### config.mk
export PLATFORM = sky130hd
export DESIGN_NAME = dcs_channel
export DESIGN_NICKNAME = d
export VERILOG_FILES = /design/src/dcs_pkg.sv /design/src/dcs_sync.sv /design/src/dcs_channel.sv
export SDC_FILE = /design/constraint.sdc
export NUM_CORES = 1
export LEC_CHECK = 0
export BUFFER_PORTS_ARGS = -buffer_cell sky130_fd_sc_hd__buf_2
export CORE_MARGIN = 2
export CORE_UTILIZATION = 39
export DETAILED_ROUTE_END_ITERATION = 10
export PLACE_DENSITY_LB_ADDON = 0.1
export SYNTH_ARGS = -nofsm -noshare
export SYNTH_HDL_FRONTEND = slang
export SYNTH_SLANG_ARGS = --single-unit
### constraint.sdc
create_clock -name i_mclk -period 1.6 [get_ports i_mclk]
set_clock_uncertainty 0.15 [all_clocks]
set_input_delay 0.08 -clock i_mclk [delete_from_list [all_inputs] [get_ports i_mclk]]
set_output_delay 0.08 -clock i_mclk [all_outputs]
set_load 0.1 [all_outputs]
### src/dcs_pkg.sv
package dcs_pkg;
	// ---------------------------------------------------------------
	// Register map
	// ---------------------------------------------------------------
	localparam logic [7:0] ADDR_CONTROL = 8'h10;
	localparam logic [7:0] ADDR_INT_FLAGS = 8'h14;
	localparam logic [7:0] ADDR_INT_ENABLES = 8'h18;

	// ---------------------------------------------------------------
	// Control register fields
	// ---------------------------------------------------------------
	localparam int CTL_RUN_BIT = 0;
	localparam int CTL_REQUEST_BIT = 1;
	localparam int CTL_DONE_BIT = 2;
	localparam int CTL_STATUS_LSB = 3;
	localparam int CTL_BUSY_BIT = 5;
	localparam int CTL_DIR_BIT = 8;
	localparam int CTL_INC_MEM_BIT = 16;
	localparam int CTL_DISABLE_HWFC_BIT = 19;

	// ---------------------------------------------------------------
	// Interrupt flag and enable fields
	// ---------------------------------------------------------------
	localparam int INT_BUS_ERR_BIT = 0;
	localparam int INT_FLOW_BIT = 1;
	localparam int INT_DONE_BIT = 2;
	localparam int INT_WIDTH = 3;
	localparam logic [2:0] INT_RESET = 3'h0;
	localparam logic [2:0] ENA_RESET = 3'h0;

	// ---------------------------------------------------------------
	// Status encodings
	// ---------------------------------------------------------------
	localparam logic [1:0] STAT_RUN_OFF = 2'h0;
	localparam logic [1:0] STAT_LIMIT = 2'h1;
	localparam logic [1:0] STAT_TERM = 2'h2;
	localparam logic [1:0] STAT_ERROR = 2'h3;

	// Channel states
	typedef enum logic [1:0] {
		DCS_IDLE,
		DCS_XFER,
		DCS_DONE
	} dcs_state_e;
endpackage

### src/dcs_sync.sv
`timescale 1ns/1ps
// -------------------------------------------------------------------
// Two-stage synchroniser for an input from outside the clock domain
// -------------------------------------------------------------------
module dcs_sync (
	input wire logic i_mclk,
	input wire logic i_reset_n,
	input wire logic i_async,
	output logic o_sync
);
	logic meta_ff;

	// First stage feeds only the second stage
	always_ff @(posedge i_mclk or negedge i_reset_n) begin
		if (!i_reset_n) begin
			meta_ff <= 1'b0;
			o_sync <= 1'b0;
		end else begin
			meta_ff <= i_async;
			o_sync <= meta_ff;
		end
	end
endmodule // dcs_sync

### src/dcs_channel.sv
`timescale 1ns/1ps
module dcs_channel #(
	parameter int ADDR_W = 8
) (
	input wire logic i_mclk,
	input wire logic i_reset_n,
	// Register port
	input wire logic [ADDR_W-1:0] i_addr,
	input wire logic [31:0] i_wdata,
	input wire logic i_wr,
	input wire logic i_rd,
	output logic [31:0] o_rdata,
	// Hardware flow-control pins from the master device
	input wire logic i_fc_req,
	input wire logic i_fc_term,
	// Status from the address datapath and internal bus
	input wire logic i_addr_limit,
	input wire logic i_bus_error,
	input wire logic i_pkt_done,
	// Flow-control answers and channel outputs
	output logic o_fc_done,
	output logic o_pkt_start,
	output logic o_busy,
	output logic o_irq
);
	// ---------------------------------------------------------------
	// Declarations
	// ---------------------------------------------------------------
	dcs_pkg::dcs_state_e state_ff;
	dcs_pkg::dcs_state_e nxt_state;
	logic req_s;
	logic term_s;
	logic run_ff;
	logic dir_ff;
	logic inc_mem_ff;
	logic hwfc_off_ff;
	logic done_ff;
	logic term_seen_ff;
	logic limit_seen_ff;
	logic err_seen_ff;
	logic [dcs_pkg::INT_WIDTH-1:0] flags_ff;
	logic [dcs_pkg::INT_WIDTH-1:0] ena_ff;
	logic [dcs_pkg::INT_WIDTH-1:0] flag_set;
	logic [dcs_pkg::INT_WIDTH-1:0] flag_clr;
	logic [1:0] status;
	logic req_live;
	logic term_live;
	logic wr_ctl;
	logic wr_flags;
	logic wr_ena;
	logic [31:0] ctl_word;
	logic [31:0] nxt_rdata;

	// ---------------------------------------------------------------
	// Pin synchronisers
	// ---------------------------------------------------------------
	// Master pins come from outside this clock domain
	// Two flops each, so two cycles of latency on both pins
	// Limitation: a request dropped just before completion is still
	// seen for two cycles and can count as overflow in done
	dcs_sync u_sync_req (
		.i_mclk(i_mclk),
		.i_reset_n(i_reset_n),
		.i_async(i_fc_req),
		.o_sync(req_s)
	);

	dcs_sync u_sync_term (
		.i_mclk(i_mclk),
		.i_reset_n(i_reset_n),
		.i_async(i_fc_term),
		.o_sync(term_s)
	);

	// ---------------------------------------------------------------
	// Decode
	// ---------------------------------------------------------------
	// Write strobes per register; reads decode in the read path
	// Unmapped writes match nothing and change nothing
	assign wr_ctl = i_wr && (i_addr == ADDR_W'(dcs_pkg::ADDR_CONTROL));
	assign wr_flags = i_wr && (i_addr == ADDR_W'(dcs_pkg::ADDR_INT_FLAGS));
	assign wr_ena = i_wr && (i_addr == ADDR_W'(dcs_pkg::ADDR_INT_ENABLES));

	// Pins are dropped when hardware flow control is switched off
	assign req_live = req_s && !hwfc_off_ff;
	assign term_live = term_s && !hwfc_off_ff;

	// ---------------------------------------------------------------
	// Control register, software-written fields
	// ---------------------------------------------------------------
	// Request, done, status and busy are not stored here
	// Whole word written at once, so each write sets every field
	// Run bit is only meaningful with hardware flow control
	always_ff @(posedge i_mclk or negedge i_reset_n) begin
		if (!i_reset_n) begin
			run_ff <= 1'b0;
			dir_ff <= 1'b0;
			inc_mem_ff <= 1'b0;
			hwfc_off_ff <= 1'b0;
		end else if (wr_ctl) begin
			run_ff <= i_wdata[dcs_pkg::CTL_RUN_BIT];
			dir_ff <= i_wdata[dcs_pkg::CTL_DIR_BIT];
			inc_mem_ff <= i_wdata[dcs_pkg::CTL_INC_MEM_BIT];
			hwfc_off_ff <= i_wdata[dcs_pkg::CTL_DISABLE_HWFC_BIT];
		end
	end

	// ---------------------------------------------------------------
	// Channel state machine
	// ---------------------------------------------------------------
	// Idle: waits for a synced request while running
	// Xfer: one packet in flight in the datapath
	// Done: transfer over, held until firmware clears run
	// Run dropping mid-packet does not abort; the packet completes
	// Error and terminate win over the address limit
	// Packet end below the limit returns to idle for the next one
	// Requests start a packet only while running
	always_comb begin
		nxt_state = state_ff;
		case (state_ff)
			dcs_pkg::DCS_IDLE: begin
				if (run_ff && req_live) begin
					nxt_state = dcs_pkg::DCS_XFER;
				end
			end
			dcs_pkg::DCS_XFER: begin
				if (i_bus_error || term_live) begin
					nxt_state = dcs_pkg::DCS_DONE;
				end else if (i_pkt_done && i_addr_limit) begin
					nxt_state = dcs_pkg::DCS_DONE;
				end else if (i_pkt_done) begin
					nxt_state = dcs_pkg::DCS_IDLE;
				end
			end
			dcs_pkg::DCS_DONE: begin
				// Stays done until firmware stops the channel
				if (!run_ff) begin
					nxt_state = dcs_pkg::DCS_IDLE;
				end
			end
			default: begin
				nxt_state = dcs_pkg::DCS_IDLE;
			end
		endcase
	end

	// State register
	always_ff @(posedge i_mclk or negedge i_reset_n) begin
		if (!i_reset_n) begin
			state_ff <= dcs_pkg::DCS_IDLE;
		end else begin
			state_ff <= nxt_state;
		end
	end

	// One pulse per packet launched to the datapath
	// Same condition as the idle-to-transfer step above
	always_ff @(posedge i_mclk or negedge i_reset_n) begin
		if (!i_reset_n) begin
			o_pkt_start <= 1'b0;
		end else begin
			o_pkt_start <= (state_ff == dcs_pkg::DCS_IDLE) && run_ff &&
				req_live;
		end
	end

	// ---------------------------------------------------------------
	// Completion causes, kept until the channel leaves done
	// ---------------------------------------------------------------
	// Several causes may hold at once; all of them are kept
	// The status field then picks one of them by priority
	// All cleared together when the channel goes back to idle
	always_ff @(posedge i_mclk or negedge i_reset_n) begin
		if (!i_reset_n) begin
			done_ff <= 1'b0;
			term_seen_ff <= 1'b0;
			limit_seen_ff <= 1'b0;
			err_seen_ff <= 1'b0;
		end else if (nxt_state == dcs_pkg::DCS_IDLE &&
			state_ff == dcs_pkg::DCS_DONE) begin
			done_ff <= 1'b0;
			term_seen_ff <= 1'b0;
			limit_seen_ff <= 1'b0;
			err_seen_ff <= 1'b0;
		end else if (state_ff == dcs_pkg::DCS_XFER &&
			nxt_state == dcs_pkg::DCS_DONE) begin
			done_ff <= 1'b1;
			term_seen_ff <= term_live;
			limit_seen_ff <= i_pkt_done && i_addr_limit;
			err_seen_ff <= i_bus_error;
		end
	end

	// Done answer to the master device, held while done
	// Master is expected to drop its request on seeing it
	always_ff @(posedge i_mclk or negedge i_reset_n) begin
		if (!i_reset_n) begin
			o_fc_done <= 1'b0;
		end else begin
			o_fc_done <= (nxt_state == dcs_pkg::DCS_DONE);
		end
	end

	// ---------------------------------------------------------------
	// Interrupt flags
	// ---------------------------------------------------------------
	// Three sources: limit completion, overflow, bus error
	// Each flag is sticky; firmware clears it by writing 1
	// Bus error is caught in any state, not only in a transfer
	// Completion only on reaching the address limit, never on terminate
	assign flag_set[dcs_pkg::INT_DONE_BIT] =
		state_ff == dcs_pkg::DCS_XFER && i_pkt_done && i_addr_limit &&
		!term_live && !i_bus_error;
	// Master still asking after the transfer completed means overflow
	assign flag_set[dcs_pkg::INT_FLOW_BIT] =
		state_ff == dcs_pkg::DCS_DONE && req_live;
	assign flag_set[dcs_pkg::INT_BUS_ERR_BIT] = i_bus_error;
	assign flag_clr = wr_flags ? i_wdata[dcs_pkg::INT_WIDTH-1:0] :
		{dcs_pkg::INT_WIDTH{1'b0}};

	// Set wins over a clear in the same cycle so no event is lost
	always_ff @(posedge i_mclk or negedge i_reset_n) begin
		if (!i_reset_n) begin
			flags_ff <= dcs_pkg::INT_RESET;
		end else begin
			flags_ff <= (flags_ff & ~flag_clr) | flag_set;
		end
	end

	// Enables are plain read-write bits; upper bits ignored
	always_ff @(posedge i_mclk or negedge i_reset_n) begin
		if (!i_reset_n) begin
			ena_ff <= dcs_pkg::ENA_RESET;
		end else if (wr_ena) begin
			ena_ff <= i_wdata[dcs_pkg::INT_WIDTH-1:0];
		end
	end

	// Interrupt is the registered OR of enabled flags
	// Registered pin costs one cycle after the flag sets
	// Masking hides a flag here but leaves it readable
	always_ff @(posedge i_mclk or negedge i_reset_n) begin
		if (!i_reset_n) begin
			o_irq <= 1'b0;
		end else begin
			o_irq <=
				(flags_ff[dcs_pkg::INT_DONE_BIT] &&
				ena_ff[dcs_pkg::INT_DONE_BIT]) ||
				(flags_ff[dcs_pkg::INT_FLOW_BIT] &&
				ena_ff[dcs_pkg::INT_FLOW_BIT]) ||
				(flags_ff[dcs_pkg::INT_BUS_ERR_BIT] &&
				ena_ff[dcs_pkg::INT_BUS_ERR_BIT]);
		end
	end

	// ---------------------------------------------------------------
	// Status field and busy
	// ---------------------------------------------------------------
	// Status is history of the last completion only
	// Flags, not this field, give firmware timely events
	// Priority picks a single cause even when several hold
	always_comb begin
		if (err_seen_ff) begin
			status = dcs_pkg::STAT_ERROR;
		end else if (term_seen_ff) begin
			status = dcs_pkg::STAT_TERM;
		end else if (limit_seen_ff) begin
			status = dcs_pkg::STAT_LIMIT;
		end else begin
			status = dcs_pkg::STAT_RUN_OFF;
		end
	end

	// Busy pin follows the state register on the same edge
	always_ff @(posedge i_mclk or negedge i_reset_n) begin
		if (!i_reset_n) begin
			o_busy <= 1'b0;
		end else begin
			o_busy <= (nxt_state != dcs_pkg::DCS_IDLE);
		end
	end

	// ---------------------------------------------------------------
	// Read path
	// ---------------------------------------------------------------
	// Control word as firmware sees it; unused bits read zero
	// Request shows the synced pin while flow control is on, two cycles behind the master
	always_comb begin
		ctl_word = 32'h0000_0000;
		ctl_word[dcs_pkg::CTL_RUN_BIT] = run_ff;
		ctl_word[dcs_pkg::CTL_REQUEST_BIT] = req_live;
		// Done reads zero once the channel is switched off
		ctl_word[dcs_pkg::CTL_DONE_BIT] =
			done_ff && run_ff;
		ctl_word[dcs_pkg::CTL_STATUS_LSB +: 2] = status;
		ctl_word[dcs_pkg::CTL_BUSY_BIT] =
			(state_ff != dcs_pkg::DCS_IDLE);
		ctl_word[dcs_pkg::CTL_DIR_BIT] = dir_ff;
		ctl_word[dcs_pkg::CTL_INC_MEM_BIT] = inc_mem_ff;
		ctl_word[dcs_pkg::CTL_DISABLE_HWFC_BIT] = hwfc_off_ff;
	end

	// Unmapped addresses read zero
	// Decoded from the address beside the read strobe
	always_comb begin
		nxt_rdata = 32'h0000_0000;
		if (i_addr == ADDR_W'(dcs_pkg::ADDR_CONTROL)) begin
			nxt_rdata = ctl_word;
		end else if (i_addr == ADDR_W'(dcs_pkg::ADDR_INT_FLAGS)) begin
			nxt_rdata[dcs_pkg::INT_WIDTH-1:0] = flags_ff;
		end else if (i_addr == ADDR_W'(dcs_pkg::ADDR_INT_ENABLES)) begin
			nxt_rdata[dcs_pkg::INT_WIDTH-1:0] = ena_ff;
		end
	end

	// Data stands only in the cycle after the read strobe
	// Zero otherwise, so stale data never looks like an answer
	always_ff @(posedge i_mclk or negedge i_reset_n) begin
		if (!i_reset_n) begin
			o_rdata <= 32'h0000_0000;
		end else if (i_rd) begin
			o_rdata <= nxt_rdata;
		end else begin
			o_rdata <= 32'h0000_0000;
		end
	end
endmodule // dcs_channel

==> flow_metrics.env <==
export IMPL_ys_seq_area_share_pct=53.0
export IMPL_drv_cap=0
export IMPL_gp_congestion=0.825
export IMPL_clock_latency_ns=0.28
export IMPL_n_antenna_cell=0
export IMPL_drv_slew=0
export IMPL_period_minus_slack_ns=1.50
export IMPL_drtIter0Drc=32
export IMPL_grt_pass1_vias=1178
export IMPL_cp_cell_sequence="nor2b_1, and3_1, or2_2, or2_4"
export IMPL_detail_route_first_pass_iterations=4
export IMPL_drcViolationCount=0
export IMPL_grt_max_degree=34
export IMPL_rsz0062_at_grt="false"
export IMPL_syn_avg_cell_area_sq_um=11.5
export IMPL_place_ws_ns=-0.156
export IMPL_status="complete, no violations"
export IMPL_vdd_drop_max_v=0.000449
export IMPL_crit_slowest_cell="dfrtp_1"
export IMPL_finalSetupViolCount=0
export IMPL_startpoint="hwfc_off_ff"
export IMPL_grt_total_usage_pct=14.7
export IMPL_synth_seq_cells=33
export IMPL_cts_root_buffer="clkbuf_8"
export IMPL_min_period_over_period_pct=93.5
export IMPL_end_kind="flop"
export IMPL_cts_tree="built"
export IMPL_path_class="reg2reg"
export IMPL_max_freq_mhz=668
export IMPL_fin_ws_ns=0.104
export IMPL_rows=22
export IMPL_wirelength_microns=2830
export IMPL_die_x_microns=67.2
export IMPL_hold_violations=0
export IMPL_clockBufferDepth=2
export IMPL_io_buffers=35
export IMPL_via_count=1125
export IMPL_synth_edf_count=0
export IMPL_drt_vias_per_instance=4.59
export IMPL_final_cell_mix="35 x buf_2, 33 x dfrtp_1, 23 x conb_1"
export IMPL_crit_arrival_ns=1.51
export IMPL_path_buf_inv=0
export IMPL_grt_pass1_wl_microns=4950
export IMPL_nets=246
export IMPL_dieArea_sq_mm=0.00452
export IMPL_crit_family="simple AND/OR/NAND/NOR gates"
export IMPL_overflow=0
export IMPL_synthCells=135
export IMPL_worstHoldStart="i_addr[3]"
export IMPL_core_region_area_sq_mm=0.00374
export IMPL_syn_area_sq_mm=0.00156
export IMPL_ys_types=37
export IMPL_r2r_start="hwfc_off_ff"
export IMPL_drtAntennaViolNets=0
export IMPL_start_kind="flop"
export IMPL_powerDensity_mw_per_mm2=1010
export IMPL_fillers=357
export IMPL_power_uw=2030
export IMPL_worst_ep_required_time_ns=1.61
export IMPL_cts_sinks=33
export IMPL_ioPinCount=85
export IMPL_slowest_delay_ns=0.42
export IMPL_async_flop_share_pct=100
export IMPL_leakagePower_uw=0.00104
export IMPL_hold_path_class="in2reg"
export IMPL_ys_flop_type="dfrtp_1"
export IMPL_yosysWarnings=0
export IMPL_floorplan_initialDensity_pct=41.6
export IMPL_final_common_cell="buf_2"
export IMPL_h_tree_depth=2
export IMPL_wl_per_cell_microns=11.5
export IMPL_drive_above_1_share_pct=34.5
export IMPL_syn_to_final_growth_pct=28.7
export IMPL_hpwl_microns=2160
export IMPL_antenna_found_initial=0
export IMPL_cts_made_buffers=5
export IMPL_clk_pin_slew_ns=0.06
export IMPL_hold_ws_ns=0.0670
export IMPL_cp_max_fo=4
export IMPL_die_h_microns=67.2
## path summary, 6_finish.rpt
check                                     end  slack, ns  depth (start not counted)
max                                    o_busy       0.10                          4
min                                o_rdata[1]       0.07                          3
max reg2reg                            o_busy       0.10                          4
min reg2reg                u_sync_term.o_sync       0.20                          0
max in group asynchronous              run_ff       0.81                          3
min in group asynchronous          o_rdata[4]       0.20                          3
## layer usage
layer  vias to the layer above  global-route usage, %  share of wire, %  wire [microns]
met5                         -                      0                 0               0
met4                         0                   8.16               2.7              76
met3                         7                   3.17               6.9             195
met2                        51                   25.2                48            1350
met1                       525                   17.0                42            1200
li1                        542                      -                 -               -
## cell type report
type                            instances  area (sq um)  area share, %
Inverter                                2          7.51          0.374
Clock buffer                            7          86.3           4.30
Sequential cell                        33           826           41.2
Timing Repair Buffer                   58           379           18.9
Multi-Input combinational cell         97           647           32.3
Tap cell                               48          60.1           2.99
## Yosys cell counts (2+ instances only)
cell	n	area, sq um
nor2b_1	7	43.8
o21a_1	3	22.5
mux2i_1	2	20.0
o21ai_0	4	20.0
nand2_1	6	22.5
nand3b_1	2	15.0
mux2_2	3	33.8
nor4b_1	2	17.5
nor2_1	8	30.0
dfrtp_1	33	826
inv_1	2	7.51
buf_4	23	173
a21oi_1	7	35.0
or2_2	2	12.5
and2_1	4	25.0
a211o_1	2	17.5
nand2b_1	2	12.5
mux2_4	4	60.1
## logic make-up (layout without fill, tap and decap cells)
| family | count (synthesis) | after routing | share of synthesized area, % |
|---|---|---|---|
| muxes | 9 | 9 | 7.30 |
| DFF | 33 | 33 | 53.0 |
| buffers and inverters | 27 | 67 | 12.1 |
| AOI/OAI and AO/OA | 23 | 23 | 10.4 |
| other | 1 | 23 | 0.241 |
| and+or+nand+nor | 42 | 42 | 16.9 |
## what timing repair did
item                                   in CTS  in global routing
hold buffers                               11                  0
endpoints found under the hold margin      48                  0
resized for setup                           0                  5
buffers inserted                            0                  1
setup endpoints to repair                   0                  2
## power breakdown
part	internal, uW	total (uW)	switching (uW)
clock network	340	600	259
registers	892	933	40.5
logic	120	497	378
total	1350	2030	677
## metrics by stage
stage | area, sq um | TNS [ns] | utilization (%) | instances
after floorplan | 1640 | 0 | - | 157
final | 2010 | 0 | 53.6 | 245
after global placement | 1780 | -0.555 | 47.5 | 226
after global routing | 2010 | 0 | 53.6 | 245
after detailed placement | 1780 | -0.789 | 47.5 | 226
after CTS | 1970 | 0 | 52.7 | 244
## registers in the layout, indices dropped and copies added, names as in the netlist, 2 cells and up
signal    cells
ena_ff        3
flags_ff      3
o_rdata       9
state_ff      2
## worst reg2reg max path, cell delays in order, from the launching register on
cell     delay (ns)
dfrtp_1        0.42
nor2b_1        0.08
and3_1         0.20
or2_2          0.31
or2_4          0.23
Note: power is estimated with default switching activity, not from simulation.
